`src/pkg/pio_cfg.svh`:
```
`ifndef PIO_CFG_SVH
`define PIO_CFG_SVH
// Clock rate
`define PIO_CLK_MHZ      100
`define PIO_CLK_HZ       27'h5f5e100
// Qualification and generation times, in their own units
`define PIO_HS_MIN_US    10
`define PIO_LS_MIN_MS    70
`define PIO_WINDOW_S     1
`define PIO_HS_OUT_HZ    10000
`define PIO_LS_OUT_HZ    10
// Derived cycle counts
`define PIO_HS_MIN_CYC   (`PIO_HS_MIN_US * `PIO_CLK_MHZ)
`define PIO_LS_MIN_CYC   (`PIO_LS_MIN_MS * `PIO_CLK_MHZ * 1000)
`define PIO_WINDOW_CYC   (`PIO_WINDOW_S * `PIO_CLK_MHZ * 1000000)
`define PIO_HS_HALF_CYC  ((`PIO_CLK_MHZ * 1000000) / (2 * `PIO_HS_OUT_HZ))
`define PIO_LS_HALF_CYC  ((`PIO_CLK_MHZ * 1000000) / (2 * `PIO_LS_OUT_HZ))
// Register byte addresses
`define PIO_DOUT         8'h00
`define PIO_CTRL         8'h04
`define PIO_COIL         8'h08
`define PIO_STAT         8'h0c
`define PIO_AOUT_BASE    8'h10
`define PIO_AIN_BASE     8'h20
`define PIO_IN_BASE      8'h30
`define PIO_OUT_BASE     8'h50
`define PIO_CH_STRIDE    8'h10
`define PIO_AN_STRIDE    8'h04
// Offsets inside a channel block
`define PIO_OFS_LSW      8'h00
`define PIO_OFS_MSW      8'h04
`define PIO_OFS_OPL      8'h08
`define PIO_OFS_OPM      8'h0c
// Control register fields
`define PIO_C_INFREQ     0
`define PIO_C_INHS       2
`define PIO_C_OUTFREQ    4
`define PIO_C_OUTHS      6
// Special values
`define PIO_CLR_MSW      16'h8000
`define PIO_CNT_MAX      16'h7fff
`define PIO_DIFF_LSW     16'h0001
`define PIO_AOUT_FAIL    16'h0ba3
`define PIO_RESP_OK      2'h0
`define PIO_RESP_ERR     2'h2
`endif

```
`src/pkg/pio_pkg.sv`:
```
package pio_pkg;
  // Bus requests from the master
  typedef struct packed {
    logic [31:0] awaddr;
    logic        awvalid;
    logic [31:0] wdata;
    logic [3:0]  wstrb;
    logic        wvalid;
    logic        bready;
    logic [31:0] araddr;
    logic        arvalid;
    logic        rready;
  } pio_axi_req_t;
  // Bus answers to the master
  typedef struct packed {
    logic        awready;
    logic        wready;
    logic        bvalid;
    logic [1:0]  bresp;
    logic        arready;
    logic        rvalid;
    logic [31:0] rdata;
    logic [1:0]  rresp;
  } pio_axi_rsp_t;
  // Pulse output generator states
  typedef enum logic [1:0] {
    PIO_GEN_IDLE = 2'b00,
    PIO_GEN_HIGH = 2'b01,
    PIO_GEN_LOW  = 2'b11
  } pio_gen_t;
  // Whole block state
  typedef struct packed {
    logic             bvalid;
    logic [1:0]       bresp;
    logic             rvalid;
    logic [1:0]       rresp;
    logic [31:0]      rdata;
    logic [7:0]       dout_reg;
    logic [7:0]       dout;
    logic [3:0][15:0] aout_reg;
    logic [3:0][15:0] aout;
    logic [7:0]       ctrl;
    logic [1:0]       coil;
    logic [1:0]       in_lvl;
    logic [1:0][31:0] in_flt;
    logic [1:0][15:0] in_lsw;
    logic [1:0][15:0] in_msw;
    logic [1:0][15:0] in_facc;
    logic [1:0][15:0] in_freq;
    logic [31:0]      sec_cnt;
    logic [1:0][15:0] out_lsw;
    logic [1:0][15:0] out_msw;
    logic [1:0][15:0] op_lsw;
    logic [1:0][15:0] op_msw;
    logic [1:0][31:0] prev;
    logic [1:0][31:0] pending;
    logic [1:0][31:0] half_cnt;
    logic [1:0][26:0] phase;
    pio_gen_t [1:0]   gen;
    logic [1:0]       pout;
  } pio_state_t;
endpackage : pio_pkg

```
`src/design/pio_top.sv`:
```
// Operation
// - Digital output follows written one or zero
// - Analog registers carry 22 mA full-scale codes
// - Frequency mode reports input hertz
// - Input counter spans two 16-bit words
// - Lower input word counts up to 32767
// - Coil rising edge alone clears input count
// - Output frequency equals lower word hertz
// - Frequency mode ignores upper word writes
// - Output count spans two 16-bit words
// - Absolute mode emits new minus previous
// - Absolute count below previous wraps through zero
// - Differential mode emits written count
// - Control word pair selects counting type
// - Zero and -32768 pair clears output
// - New counts add to pending total
// - Analog output holds or drops on link loss
// - Digital output holds or opens on link loss
// - Count kept, counting needs some power
// - Frequency is pulses per one second
// - Low speed needs 70 ms pulse width
// - High speed needs 10 us pulse width
// - Counter pulses 50 percent at 10 kHz/10 Hz
// - Output stops when power is lost
`timescale 1ns/1ps
`include "pio_cfg.svh"
module pio_top #(
  parameter int LS_MIN_CYC  = `PIO_LS_MIN_CYC,  // Low speed width filter
  parameter int WINDOW_CYC  = `PIO_WINDOW_CYC,  // Frequency gate time
  parameter int HS_HALF_CYC = `PIO_HS_HALF_CYC, // 10 kHz half period
  parameter int LS_HALF_CYC = `PIO_LS_HALF_CYC  // 10 Hz half period
) (
  input  wire logic                 aclk,
  input  wire logic                 aresetn,
  input  wire pio_pkg::pio_axi_req_t axi_req,
  output pio_pkg::pio_axi_rsp_t     axi_rsp,
  input  wire logic [1:0]           pulse_in,
  input  wire logic                 primary_ok,
  input  wire logic                 backup_ok,
  input  wire logic                 out_power_ok,
  input  wire logic                 link_ok,
  input  wire logic [7:0]           dout_fail_open,
  input  wire logic [3:0]           aout_fail_low,
  input  wire logic [3:0][15:0]     ain,
  output logic [1:0]                pulse_out,
  output logic [7:0]                dout,
  output logic [3:0][15:0]          aout
);

  pio_pkg::pio_state_t s;      // Registered state
  pio_pkg::pio_state_t next_s; // Next state

  logic wr_go;  // Write address and data taken together
  logic rd_go;  // Read address taken

  // Handshakes: one write and one read in flight, answer one cycle later
  assign wr_go = axi_req.awvalid && axi_req.wvalid && !s.bvalid;
  assign rd_go = axi_req.arvalid && !s.rvalid;

  // Bus answers
  always_comb begin
    axi_rsp.awready = wr_go;
    axi_rsp.wready  = wr_go;
    axi_rsp.bvalid  = s.bvalid;
    axi_rsp.bresp   = s.bresp;
    axi_rsp.arready = rd_go;
    axi_rsp.rvalid  = s.rvalid;
    axi_rsp.rdata   = s.rdata;
    axi_rsp.rresp   = s.rresp;
  end

  // Pin outputs all come straight from flops
  assign pulse_out = s.pout;
  assign dout      = s.dout;
  assign aout      = s.aout;

  // Byte-lane merge for a 16-bit register
  function automatic logic [15:0] merge16(input logic [15:0] old,
                                          input logic [31:0] d,
                                          input logic [3:0]  strb);
    logic [15:0] r;
    r = old;
    if (strb[0]) r[7:0]  = d[7:0];
    if (strb[1]) r[15:8] = d[15:8];
    return r;
  endfunction : merge16

  // All next-state logic
  always_comb begin
    logic [7:0]  wa;       // Write byte address
    logic [7:0]  ra;       // Read byte address
    logic        whit;     // Write hit a register
    logic        rhit;     // Read hit a register
    logic [7:0]  base;     // Channel block base
    logic [31:0] newc;     // Committed output count
    logic [15:0] wl;       // Merged lower word
    logic        counting; // Input side powered
    logic        qual;     // Width filter met
    logic        hs;       // High speed selected
    logic [27:0] ph;       // Phase sum
    logic [31:0] half;     // Half period in cycles, minus one
    wa       = axi_req.awaddr[7:0];
    ra       = axi_req.araddr[7:0];
    whit     = 1'b0;
    rhit     = 1'b0;
    base     = '0;
    newc     = '0;
    wl       = '0;
    counting = primary_ok || backup_ok;
    qual     = 1'b0;
    hs       = 1'b0;
    ph       = '0;
    half     = '0;
    next_s   = s;

    // Answers retire when the master takes them
    if (s.bvalid && axi_req.bready) begin
      next_s.bvalid = 1'b0;
    end
    if (s.rvalid && axi_req.rready) begin
      next_s.rvalid = 1'b0;
    end

    // One-second gate shared by both frequency inputs
    if (s.sec_cnt >= 32'(WINDOW_CYC - 1)) begin
      next_s.sec_cnt = '0;
    end else begin
      next_s.sec_cnt = s.sec_cnt + 32'h1;
    end

    // Pulse input channels
    for (int c = 0; c < 2; c++) begin
      hs   = s.ctrl[`PIO_C_INHS + c];
      qual = 1'b0;  // Fresh per channel, so one pin never counts for the other
      // Width filter: the pin must differ for the whole minimum width
      if (pulse_in[c] == s.in_lvl[c]) begin
        next_s.in_flt[c] = '0;
      end else begin
        next_s.in_flt[c] = s.in_flt[c] + 32'h1;
        qual = hs ? (s.in_flt[c] >= 32'(`PIO_HS_MIN_CYC - 1))
                  : (s.in_flt[c] >= 32'(LS_MIN_CYC - 1));
        if (qual) begin
          next_s.in_lvl[c] = pulse_in[c];
          next_s.in_flt[c] = '0;
        end
      end
      // Count on the qualified rising edge, only while powered
      if (qual && pulse_in[c] && counting) begin
        if (s.in_lsw[c] >= `PIO_CNT_MAX) begin
          next_s.in_lsw[c] = '0;
          next_s.in_msw[c] = s.in_msw[c] + 16'h1;
        end else begin
          next_s.in_lsw[c] = s.in_lsw[c] + 16'h1;
        end
        if (s.in_facc[c] != 16'hffff) begin
          next_s.in_facc[c] = s.in_facc[c] + 16'h1;
        end
      end
      // Latch the pulses seen in the last second as hertz
      if (s.sec_cnt >= 32'(WINDOW_CYC - 1)) begin
        next_s.in_freq[c] = next_s.in_facc[c];
        next_s.in_facc[c] = '0;
      end
    end

    // Pulse output channels
    for (int c = 0; c < 2; c++) begin
      hs   = s.ctrl[`PIO_C_OUTHS + c];
      half = hs ? 32'(HS_HALF_CYC - 1) : 32'(LS_HALF_CYC - 1);
      if (!out_power_ok) begin
        // No power: the pin rests low, pending counts wait
        next_s.pout[c]     = 1'b0;
        next_s.gen[c]      = pio_pkg::PIO_GEN_IDLE;
        next_s.phase[c]    = '0;
        next_s.half_cnt[c] = '0;
      end else if (s.ctrl[`PIO_C_OUTFREQ + c]) begin
        // Phase accumulator: toggles twice per period on average
        next_s.gen[c] = pio_pkg::PIO_GEN_IDLE;
        if (s.out_lsw[c] == '0) begin
          next_s.pout[c]  = 1'b0;
          next_s.phase[c] = '0;
        end else begin
          ph = {1'b0, s.phase[c]} + {11'h0, s.out_lsw[c], 1'b0};
          if (ph >= {1'b0, `PIO_CLK_HZ}) begin
            ph = ph - {1'b0, `PIO_CLK_HZ};
            next_s.pout[c] = !s.pout[c];
          end
          next_s.phase[c] = ph[26:0];
        end
      end else begin
        // Counter mode: 50 percent pulses at the selected speed
        next_s.phase[c] = '0;
        case (s.gen[c])
          pio_pkg::PIO_GEN_IDLE: begin
            next_s.pout[c]     = 1'b0;
            next_s.half_cnt[c] = '0;
            if (s.pending[c] != '0) begin
              next_s.pending[c] = s.pending[c] - 32'h1;
              next_s.pout[c]    = 1'b1;
              next_s.gen[c]     = pio_pkg::PIO_GEN_HIGH;
            end
          end
          pio_pkg::PIO_GEN_HIGH: begin
            next_s.half_cnt[c] = s.half_cnt[c] + 32'h1;
            if (s.half_cnt[c] >= half) begin
              next_s.half_cnt[c] = '0;
              next_s.pout[c]     = 1'b0;
              next_s.gen[c]      = pio_pkg::PIO_GEN_LOW;
            end
          end
          pio_pkg::PIO_GEN_LOW: begin
            next_s.half_cnt[c] = s.half_cnt[c] + 32'h1;
            if (s.half_cnt[c] >= half) begin
              next_s.half_cnt[c] = '0;
              next_s.gen[c]      = pio_pkg::PIO_GEN_IDLE;
            end
          end
          default: begin
            next_s.gen[c]  = pio_pkg::PIO_GEN_IDLE;
            next_s.pout[c] = 1'b0;
          end
        endcase
      end
    end

    // Register writes
    if (wr_go) begin
      next_s.bvalid = 1'b1;
      if (wa == `PIO_DOUT) begin
        whit            = 1'b1;
        next_s.dout_reg = axi_req.wstrb[0] ? axi_req.wdata[7:0] : s.dout_reg;
      end
      if (wa == `PIO_CTRL) begin
        whit        = 1'b1;
        next_s.ctrl = axi_req.wstrb[0] ? axi_req.wdata[7:0] : s.ctrl;
      end
      if (wa == `PIO_COIL) begin
        whit        = 1'b1;
        next_s.coil = axi_req.wstrb[0] ? axi_req.wdata[1:0] : s.coil;
        for (int c = 0; c < 2; c++) begin
          // Only a 0 to 1 change of the coil clears; a held 1 does not
          if (next_s.coil[c] && !s.coil[c]) begin
            next_s.in_lsw[c]  = '0;
            next_s.in_msw[c]  = '0;
          end
        end
      end
      if (wa == `PIO_STAT) begin
        whit = 1'b1;
      end
      for (int a = 0; a < 4; a++) begin
        if (wa == 8'(`PIO_AOUT_BASE + a * `PIO_AN_STRIDE)) begin
          whit               = 1'b1;
          next_s.aout_reg[a] = merge16(s.aout_reg[a], axi_req.wdata,
                                       axi_req.wstrb);
        end
        if (wa == 8'(`PIO_AIN_BASE + a * `PIO_AN_STRIDE)) begin
          whit = 1'b1;
        end
      end
      for (int c = 0; c < 2; c++) begin
        base = 8'(`PIO_IN_BASE + c * `PIO_CH_STRIDE);
        if (wa == base + `PIO_OFS_LSW || wa == base + `PIO_OFS_MSW) begin
          whit = 1'b1;
        end
        base = 8'(`PIO_OUT_BASE + c * `PIO_CH_STRIDE);
        if (wa == base + `PIO_OFS_OPL) begin
          whit            = 1'b1;
          next_s.op_lsw[c] = merge16(s.op_lsw[c], axi_req.wdata,
                                     axi_req.wstrb);
        end
        if (wa == base + `PIO_OFS_OPM) begin
          whit            = 1'b1;
          next_s.op_msw[c] = merge16(s.op_msw[c], axi_req.wdata,
                                     axi_req.wstrb);
        end
        if (wa == base + `PIO_OFS_MSW) begin
          whit = 1'b1;
          // Upper word only staged; frequency mode drops it
          if (!s.ctrl[`PIO_C_OUTFREQ + c]) begin
            next_s.out_msw[c] = merge16(s.out_msw[c], axi_req.wdata,
                                        axi_req.wstrb);
          end
        end
        if (wa == base + `PIO_OFS_LSW) begin
          whit              = 1'b1;
          wl                = merge16(s.out_lsw[c], axi_req.wdata, axi_req.wstrb);
          next_s.out_lsw[c] = wl;
          // Lower word commits the pair staged in the upper word
          newc = {s.out_msw[c], wl};
          if (!s.ctrl[`PIO_C_OUTFREQ + c]) begin
            if (s.out_msw[c] == `PIO_CLR_MSW && wl == '0) begin
              next_s.pending[c] = '0;
              next_s.prev[c]    = '0;
              next_s.out_msw[c] = '0;
            end else if (s.op_lsw[c] == `PIO_DIFF_LSW && s.op_msw[c] == '0) begin
              next_s.pending[c] = next_s.pending[c] + newc;
              next_s.prev[c]    = newc;
            end else begin
              // Modulo subtraction wraps a smaller count through zero
              next_s.pending[c] = next_s.pending[c]
                                  + (newc - s.prev[c]);
              next_s.prev[c]    = newc;
            end
          end
        end
      end
      next_s.bresp = whit ? `PIO_RESP_OK : `PIO_RESP_ERR;
    end

    // Register reads
    if (rd_go) begin
      next_s.rvalid = 1'b1;
      next_s.rdata  = '0;
      if (ra == `PIO_DOUT) begin
        rhit         = 1'b1;
        next_s.rdata = {24'h0, s.dout_reg};
      end
      if (ra == `PIO_CTRL) begin
        rhit         = 1'b1;
        next_s.rdata = {24'h0, s.ctrl};
      end
      if (ra == `PIO_COIL) begin
        rhit         = 1'b1;
        next_s.rdata = {30'h0, s.coil};
      end
      if (ra == `PIO_STAT) begin
        rhit         = 1'b1;
        next_s.rdata = {26'h0, s.pout, out_power_ok, backup_ok, primary_ok, link_ok};
      end
      for (int a = 0; a < 4; a++) begin
        if (ra == 8'(`PIO_AOUT_BASE + a * `PIO_AN_STRIDE)) begin
          rhit         = 1'b1;
          next_s.rdata = {16'h0, s.aout_reg[a]};
        end
        if (ra == 8'(`PIO_AIN_BASE + a * `PIO_AN_STRIDE)) begin
          rhit         = 1'b1;
          next_s.rdata = {16'h0, ain[a]};
        end
      end
      for (int c = 0; c < 2; c++) begin
        base = 8'(`PIO_IN_BASE + c * `PIO_CH_STRIDE);
        if (ra == base + `PIO_OFS_LSW) begin
          rhit         = 1'b1;
          next_s.rdata = {16'h0, s.ctrl[`PIO_C_INFREQ + c] ? s.in_freq[c]
                                                            : s.in_lsw[c]};
        end
        if (ra == base + `PIO_OFS_MSW) begin
          rhit         = 1'b1;
          next_s.rdata = {16'h0, s.ctrl[`PIO_C_INFREQ + c] ? 16'h0 : s.in_msw[c]};
        end
        base = 8'(`PIO_OUT_BASE + c * `PIO_CH_STRIDE);
        if (ra == base + `PIO_OFS_LSW) begin
          rhit         = 1'b1;
          next_s.rdata = {16'h0, s.out_lsw[c]};
        end
        if (ra == base + `PIO_OFS_MSW) begin
          rhit         = 1'b1;
          next_s.rdata = {16'h0, s.out_msw[c]};
        end
        if (ra == base + `PIO_OFS_OPL) begin
          rhit         = 1'b1;
          next_s.rdata = {16'h0, s.op_lsw[c]};
        end
        if (ra == base + `PIO_OFS_OPM) begin
          rhit         = 1'b1;
          next_s.rdata = {16'h0, s.op_msw[c]};
        end
      end
      next_s.rresp = rhit ? `PIO_RESP_OK : `PIO_RESP_ERR;
    end
    // Upper address bits must be zero for an OK answer; a write still lands, a read returns zero
    if (wr_go && axi_req.awaddr[31:8] != '0) begin
      next_s.bresp = `PIO_RESP_ERR;
    end
    if (rd_go && axi_req.araddr[31:8] != '0) begin
      next_s.rresp = `PIO_RESP_ERR;
      next_s.rdata = '0;
    end

    // Output drivers: follow registers while the link is up
    for (int d = 0; d < 8; d++) begin
      if (link_ok) begin
        next_s.dout[d] = next_s.dout_reg[d];
      end else if (dout_fail_open[d]) begin
        next_s.dout[d] = 1'b0;
      end
    end
    for (int a = 0; a < 4; a++) begin
      if (link_ok) begin
        next_s.aout[a] = next_s.aout_reg[a];
      end else if (aout_fail_low[a]) begin
        next_s.aout[a] = `PIO_AOUT_FAIL;
      end
    end
  end

  // State register, synchronous active-low reset
  always_ff @(posedge aclk) begin
    if (!aresetn) begin
      s <= '0;
    end else begin
      s <= next_s;
    end
  end

endmodule : pio_top

```
`config.mk`:
```
export PLATFORM = sky130hd
export DESIGN_NAME = pio_top
export DESIGN_NICKNAME = d
export VERILOG_FILES = /design/src/pkg/pio_pkg.sv /design/src/design/pio_top.sv
export VERILOG_INCLUDE_DIRS = /design/src /design/src/pkg
export SDC_FILE = /design/constraint.sdc
export NUM_CORES = 2
export LEC_CHECK = 0
export BUFFER_PORTS_ARGS = -buffer_cell sky130_fd_sc_hd__clkbuf_2
export CORE_ASPECT_RATIO = 0.6
export CORE_MARGIN = 5
export CORE_UTILIZATION = 30
export DETAILED_ROUTE_END_ITERATION = 10
export GPL_ROUTABILITY_DRIVEN = 0
export PLACE_DENSITY = 0.54
export SLEW_MARGIN = 20
export SYNTH_ARGS = -nofsm -noshare
export SYNTH_HDL_FRONTEND = slang
export SYNTH_SLANG_ARGS = --single-unit
export TNS_END_PERCENT = 100
```
`constraint.sdc`:
```
create_clock -name aclk -period 12.4 [get_ports aclk]
set_input_delay 0 -clock aclk [delete_from_list [all_inputs] [get_ports aclk]]
set_output_delay 0 -clock aclk [all_outputs]
set_load 0.01 [all_outputs]
```
; Word-level counts from Yosys, hierarchy flattened
; Cells that the tools add are included.
[totals]
latch_bits = 0
ff_bits = 798
mem_bits_ro = 0
elab_cells = 485
memories = 0
ram_bits = 0
output_inout_bits = 115
[op_classes]
addsub = 23
n_eq_ne = 70
n_mux = 220
div = 0
mul = 0
n_lt_le_gt_ge = 11
bitwise_logic = 6
n_reduce_logical = 92
n_shift = 0
[op_table]
columns = operator, n
row1 = $mux 32, 43
row2 = $mux 16, 42
row3 = $mux 64, 4
row4 = $mux 8, 28
row5 = $add 32x1->32 const B, 5
row6 = $eq 8x7->1 const B, 20
row7 = $add 32x32->32, 4
row8 = $pmux 32 s2, 2
row9 = $add 16x1->16 const B, 6
row10 = $eq 8x6->1 const B, 12
row11 = $logic_not 16->1, 6
row12 = $mux 1, 80
row13 = $eq 8x5->1 const B, 8
row14 = $ge 32x10->1 const B, 2
row15 = $ge 32x23->1, 2
row16 = $ge 32x23->1 const B, 2
row17 = $reduce_bool 32->1, 2
row18 = $sub 32x1->32 const B, 2
row19 = $sub 32x32->32, 2
row20 = $add 27x17->28, 2
row21 = $ge 28x27->1 const B, 2
row22 = $mux 27, 2
row23 = $sub 27x27->27 const B, 2
row24 = $reduce_bool 24->1, 2
row25 = 32 further kinds, 140

; Depth between registers and ports, before layout
[depth]
ltp_word = 29
depth_mapped = 24
depth_no_buf = 22

; Worst setup path before layout
; No wires, ideal clock.
[synth_path]
kind = flip-flop to flip-flop
startpoint = register s[135] (netlist bit)
endpoint = register s[155] (netlist bit)
setup_slack_ps = 6305
path_stages_with_launch = 24
t_arrival_ps = 5974
setup_time_ps = 121
t_required_ps = 12279
path_buffers = 2
path_cell_list = dfxtp_1 > or4_1 > or4_1 > clkbuf_1 > nor4_1 > and3_1 > nand4_1 > and2_1 > buf_2 > o21ai_0 > inv_1 > fa_1 > ha_1 > a211oi_1 > o21ai_0 > nand4_1 > a41oi_1 > a211oi_1 > or2_2 > o21a_1 > o31ai_1 > a41oi_1 > o211ai_1 > mux2_2
[synth_via]
elab_chain_len = 11
elab_cells_between_ends = 13
[synth_lines]
columns = element, line_no
row1 = "start, declared", pio_top.sv:50  ; pio_pkg::pio_state_t s;
row2 = "start signal, assigned", pio_top.sv:403  ; s <= next_s;
row3 = $sub 32x1->32 / $reduce_bool 32->1 (equally long branches), "pio_top.sv:198, pio_top.sv:197"
row4 = $mux 32, pio_top.sv:197  ; if (s.pending[c] != '0) begin
row5 = $mux 32, pio_top.sv:193  ; case (s.gen[c])
row6 = $mux 32, pio_top.sv:176  ; end else if (s.ctrl[`PIO_C_OUTFREQ + c]) begin
row7 = $mux 32 (*), pio_top.sv:170  ; if (!out_power_ok) begin
row8 = "$add 32x32->32, on equally long branches", "pio_top.sv:302, pio_top.sv:297"
row9 = $mux 32, pio_top.sv:296  ; end else if (s.op_lsw[c] == `PIO_DIFF_LSW && s.op_msw[c] == '0) begin
row10 = $mux 32, pio_top.sv:292  ; if (s.out_msw[c] == `PIO_CLR_MSW && wl == '0) begin
row11 = $mux 32, pio_top.sv:291  ; if (!s.ctrl[`PIO_C_OUTFREQ + c]) begin
row12 = $mux 32, pio_top.sv:285  ; if (wa == base + `PIO_OFS_LSW) begin
row13 = $mux 64 (*), pio_top.sv:227  ; if (wr_go) begin
; Every way passes the cells marked *; elsewhere a longest branch is shown, timed or not.
; A chain may end at the register's enable or synchronous reset.

; Final worst setup path
[layout_path]
startpoint = register s[134] (netlist bit)
endpoint = register s[154] (netlist bit)
; The elaborated chain is that of the path after synthesis.

==> metrics.yaml <==
status: "finished, final reports clean"
synth_xor_area_share_pct: 7.33
critical-path-top-delay-family: "compound AO/OA/AOI/OAI gates"
worstPathArrival_ns: 9.05
powerDensity_nw_per_um2: 235
synth_top_family_by_area: "simple AND/OR/NAND/NOR gates"
final_common_cell: "nor2_1"
regArea_um2: 15600
cpMaxStageDelayCell: "nor4_1"
ys_seq_area_share_pct: 33.7
rsz0062_at_grt: "false"
period_share_pct: 67.6
setup_viol: 0
vias_per_cell: 5.48
grt_pass1_vias: 38600
die_h_um: 314
crit_chain: "or4_1, or4_1, nor4_1, and3_1, nand4_1, and2_1, o21ai_0, inv_1, fa_1, fa_1, a21o_1, a21oi_1, o21ai_0, a31oi_1, o31ai_1, a41oi_1, o311ai_0, a31oi_1, xnor2_1, a21oi_1, a31oi_1"
synthAdderAreaFrac_pct: 8.10
grt-ovfl-total: 0
vias: 43100
finClkSkew_ns: 0.0485
crit_buf_inv: 1
drt_drc_violations_left: 0
largest_reg_flops: 684
synth_ff_type: "dfxtp_1"
cts_resized: 0
core-area_um2: 153000
synth_top_area_cell: "dfxtp_1"
slew_headroom_pct: 26.3
drt_first_pass_iters: 6
final_cell_area_um2: 52500
max_stage_delay_ns: 0.72
leakage_nw: 21.3
synth.top_cell.area_share_pct: 33.7
ant_nets: 0
root_buffer: "clkbuf_16"
path_max_fanout: 9
syn_area_per_cell_um2: 8.26
maxCapViolCount: 0
synth_edf_count: 0
endpoint_kind: "flip-flop"
place_area_um2: 49200
max-vdd-ir-drop_mv: 0.248
clock_latency_ns: 0.72
ys_seq_elements: 778
tns_ns: 0
cts.sinks: 778
dieArea_um2: 162000
synth_compound_area_share_pct: 18.3
cts_made_buffers: 79
synth_cell_types: 98
layout_min_cycle_time_ns: 8.39
timing.fmax_ghz: 0.119
syn-cell-area_um2: 46300
multiInputGateArea_um2: 28300
die_width_um: 517
worstPathRequired_ns: 13.06
cts_tree: "yes"
ys_warn_count: 0
cp-start-kind: "flip-flop"
area_delta_synth_final_pct: 13.5
grt_pass1_wl_um: 255000
hp-class: "input pin to flip-flop"
synthArstFlopShare_pct: 0
fillers: 15900
postCtsSetupBuffers: 0
tightest_slew_ns: 1.10
muxShareOfSynthArea_pct: 5.75
finalMaxSlewViolations: 0
clk_pin_slew_worst_paths_ns: 0.07
synthCells: 5602
drive_gt1_share_pct: 10.0
ios: 304
finalHoldViolCount: 0
initial_utilization_pct: 30.3
rows: 111
mostFrequentLayoutCells: "780 x nor2_1, 778 x dfxtp_1, 454 x nand2_1, 342 x a21oi_1, 265 x clkbuf_2"
grt_max_degree: 121
ctsLongestPathBuffers: 3
grtUsageTotal_pct: 20.5
finalWirelength_um: 175000
htreeDepth: 3
synth-simple-area-share_pct: 21.2
nets: 6209
io_buffers: 267
synth_top_cells_by_area: "dfxtp_1 34%, nor2_1 6.4%, ha_1 5.2%"
path_class: "flip-flop to flip-flop"
cts_hold_buf: 47
wire_per_inst_um: 22.2
antenna_found_initial: 11
place_hpwl_um: 131000
crit_top_cell: "a31oi_1"
drtIter0Drc: 5344
## cell usage after synthesis, types with 116 or more instances
library cell	n
a211oi_1	133
a21oi_1	342
nand3_1	160
nor2_1	785
clkbuf_1	229
mux2i_1	240
buf_4	116
ha_1	194
inv_1	203
nand2_1	455
dfxtp_1	778
o21ai_0	200
nor3_1	137
xor2_1	197
xnor2_1	190
## through the flow
step | utilization, % | instances | setup WS [ns] | total power [mW] | hold slack [ns]
6_report | 34.3 | 7857 | 4.01 | 12.4 | 0.0515
5_1_grt | 34.3 | 7856 | 3.61 | 13.2 | 0.0253
4_1_cts | 34.3 | 7856 | 4.25 | 12.2 | 0.0363
3_5_place_dp | 32.2 | 7666 | 4.31 | 9.53 | 0.276
3_3_place_gp | 32.2 | 7666 | 4.38 | 9.46 | 0.270
2_1_floorplan | - | 5642 | 6.30 | 7.87 | 0.144
## report_power, final
| group | switching (mW) | internal, mW |
|---|---|---|
| clock network | 1.17 | 1.44 |
| registers | 0.108 | 2.61 |
| logic | 4.20 | 2.82 |
| total | 5.48 | 6.88 |
## worst reg2reg max path, cell delays in order, from the launching register on
cell and delay, ns:
dfxtp_1 0.36, or4_1 0.59, or4_1 0.55, nor4_1 0.72
and3_1 0.36, nand4_1 0.46, and2_1 0.50, o21ai_0 0.41
inv_1 0.14, fa_1 0.50, fa_1 0.48, a21o_1 0.18
a21oi_1 0.38, o21ai_0 0.23, a31oi_1 0.51, o31ai_1 0.20
a41oi_1 0.64, o311ai_0 0.39, a31oi_1 0.32, xnor2_1 0.14
a21oi_1 0.08, a31oi_1 0.19
## cells by family after synthesis
| logic type | after synthesis |
|---|---|
| flops | 778 |
| buf+inv | 575 |
| fa+ha+maj | 260 |
| simple gates | 2087 |
| mux | 263 |
| compound gates | 1251 |
| other cells | 1 |
| xor+xnor | 387 |
## per-layer routing
layer / wire (µm) / vias up / global-route usage, %
met4: 4130 / 2 / 4.84
met2: 64200 / 2078 / 25.8
met1: 85800 / 20500 / 32.9
met5: 13 / - / 0
li1: - / 20200 / -
met3: 20500 / 238 / 5.74
## worst paths after layout
check | from | endpoint | slack [ns] | cells past startpoint
setup / recovery | s[134] | s[154] | 4.01 | 21
hold / removal | out_power_ok | s[58] | 0.05 | 5
setup reg to reg | s[134] | s[154] | 4.01 | 21
hold reg to reg | s[540] | s[540] | 0.45 | 1
## cell type report
cell class,count,share of cell area (%)
multi-input combinational,4289,53.9
inverter,207,1.49
tap,2034,4.85
timing repair buffer,405,4.75
sequential,778,29.7
clock buffer,104,4.19
clock inverter,39,1.09
antenna,1,0.00477
Note: power is estimated with default switching activity, not from simulation.
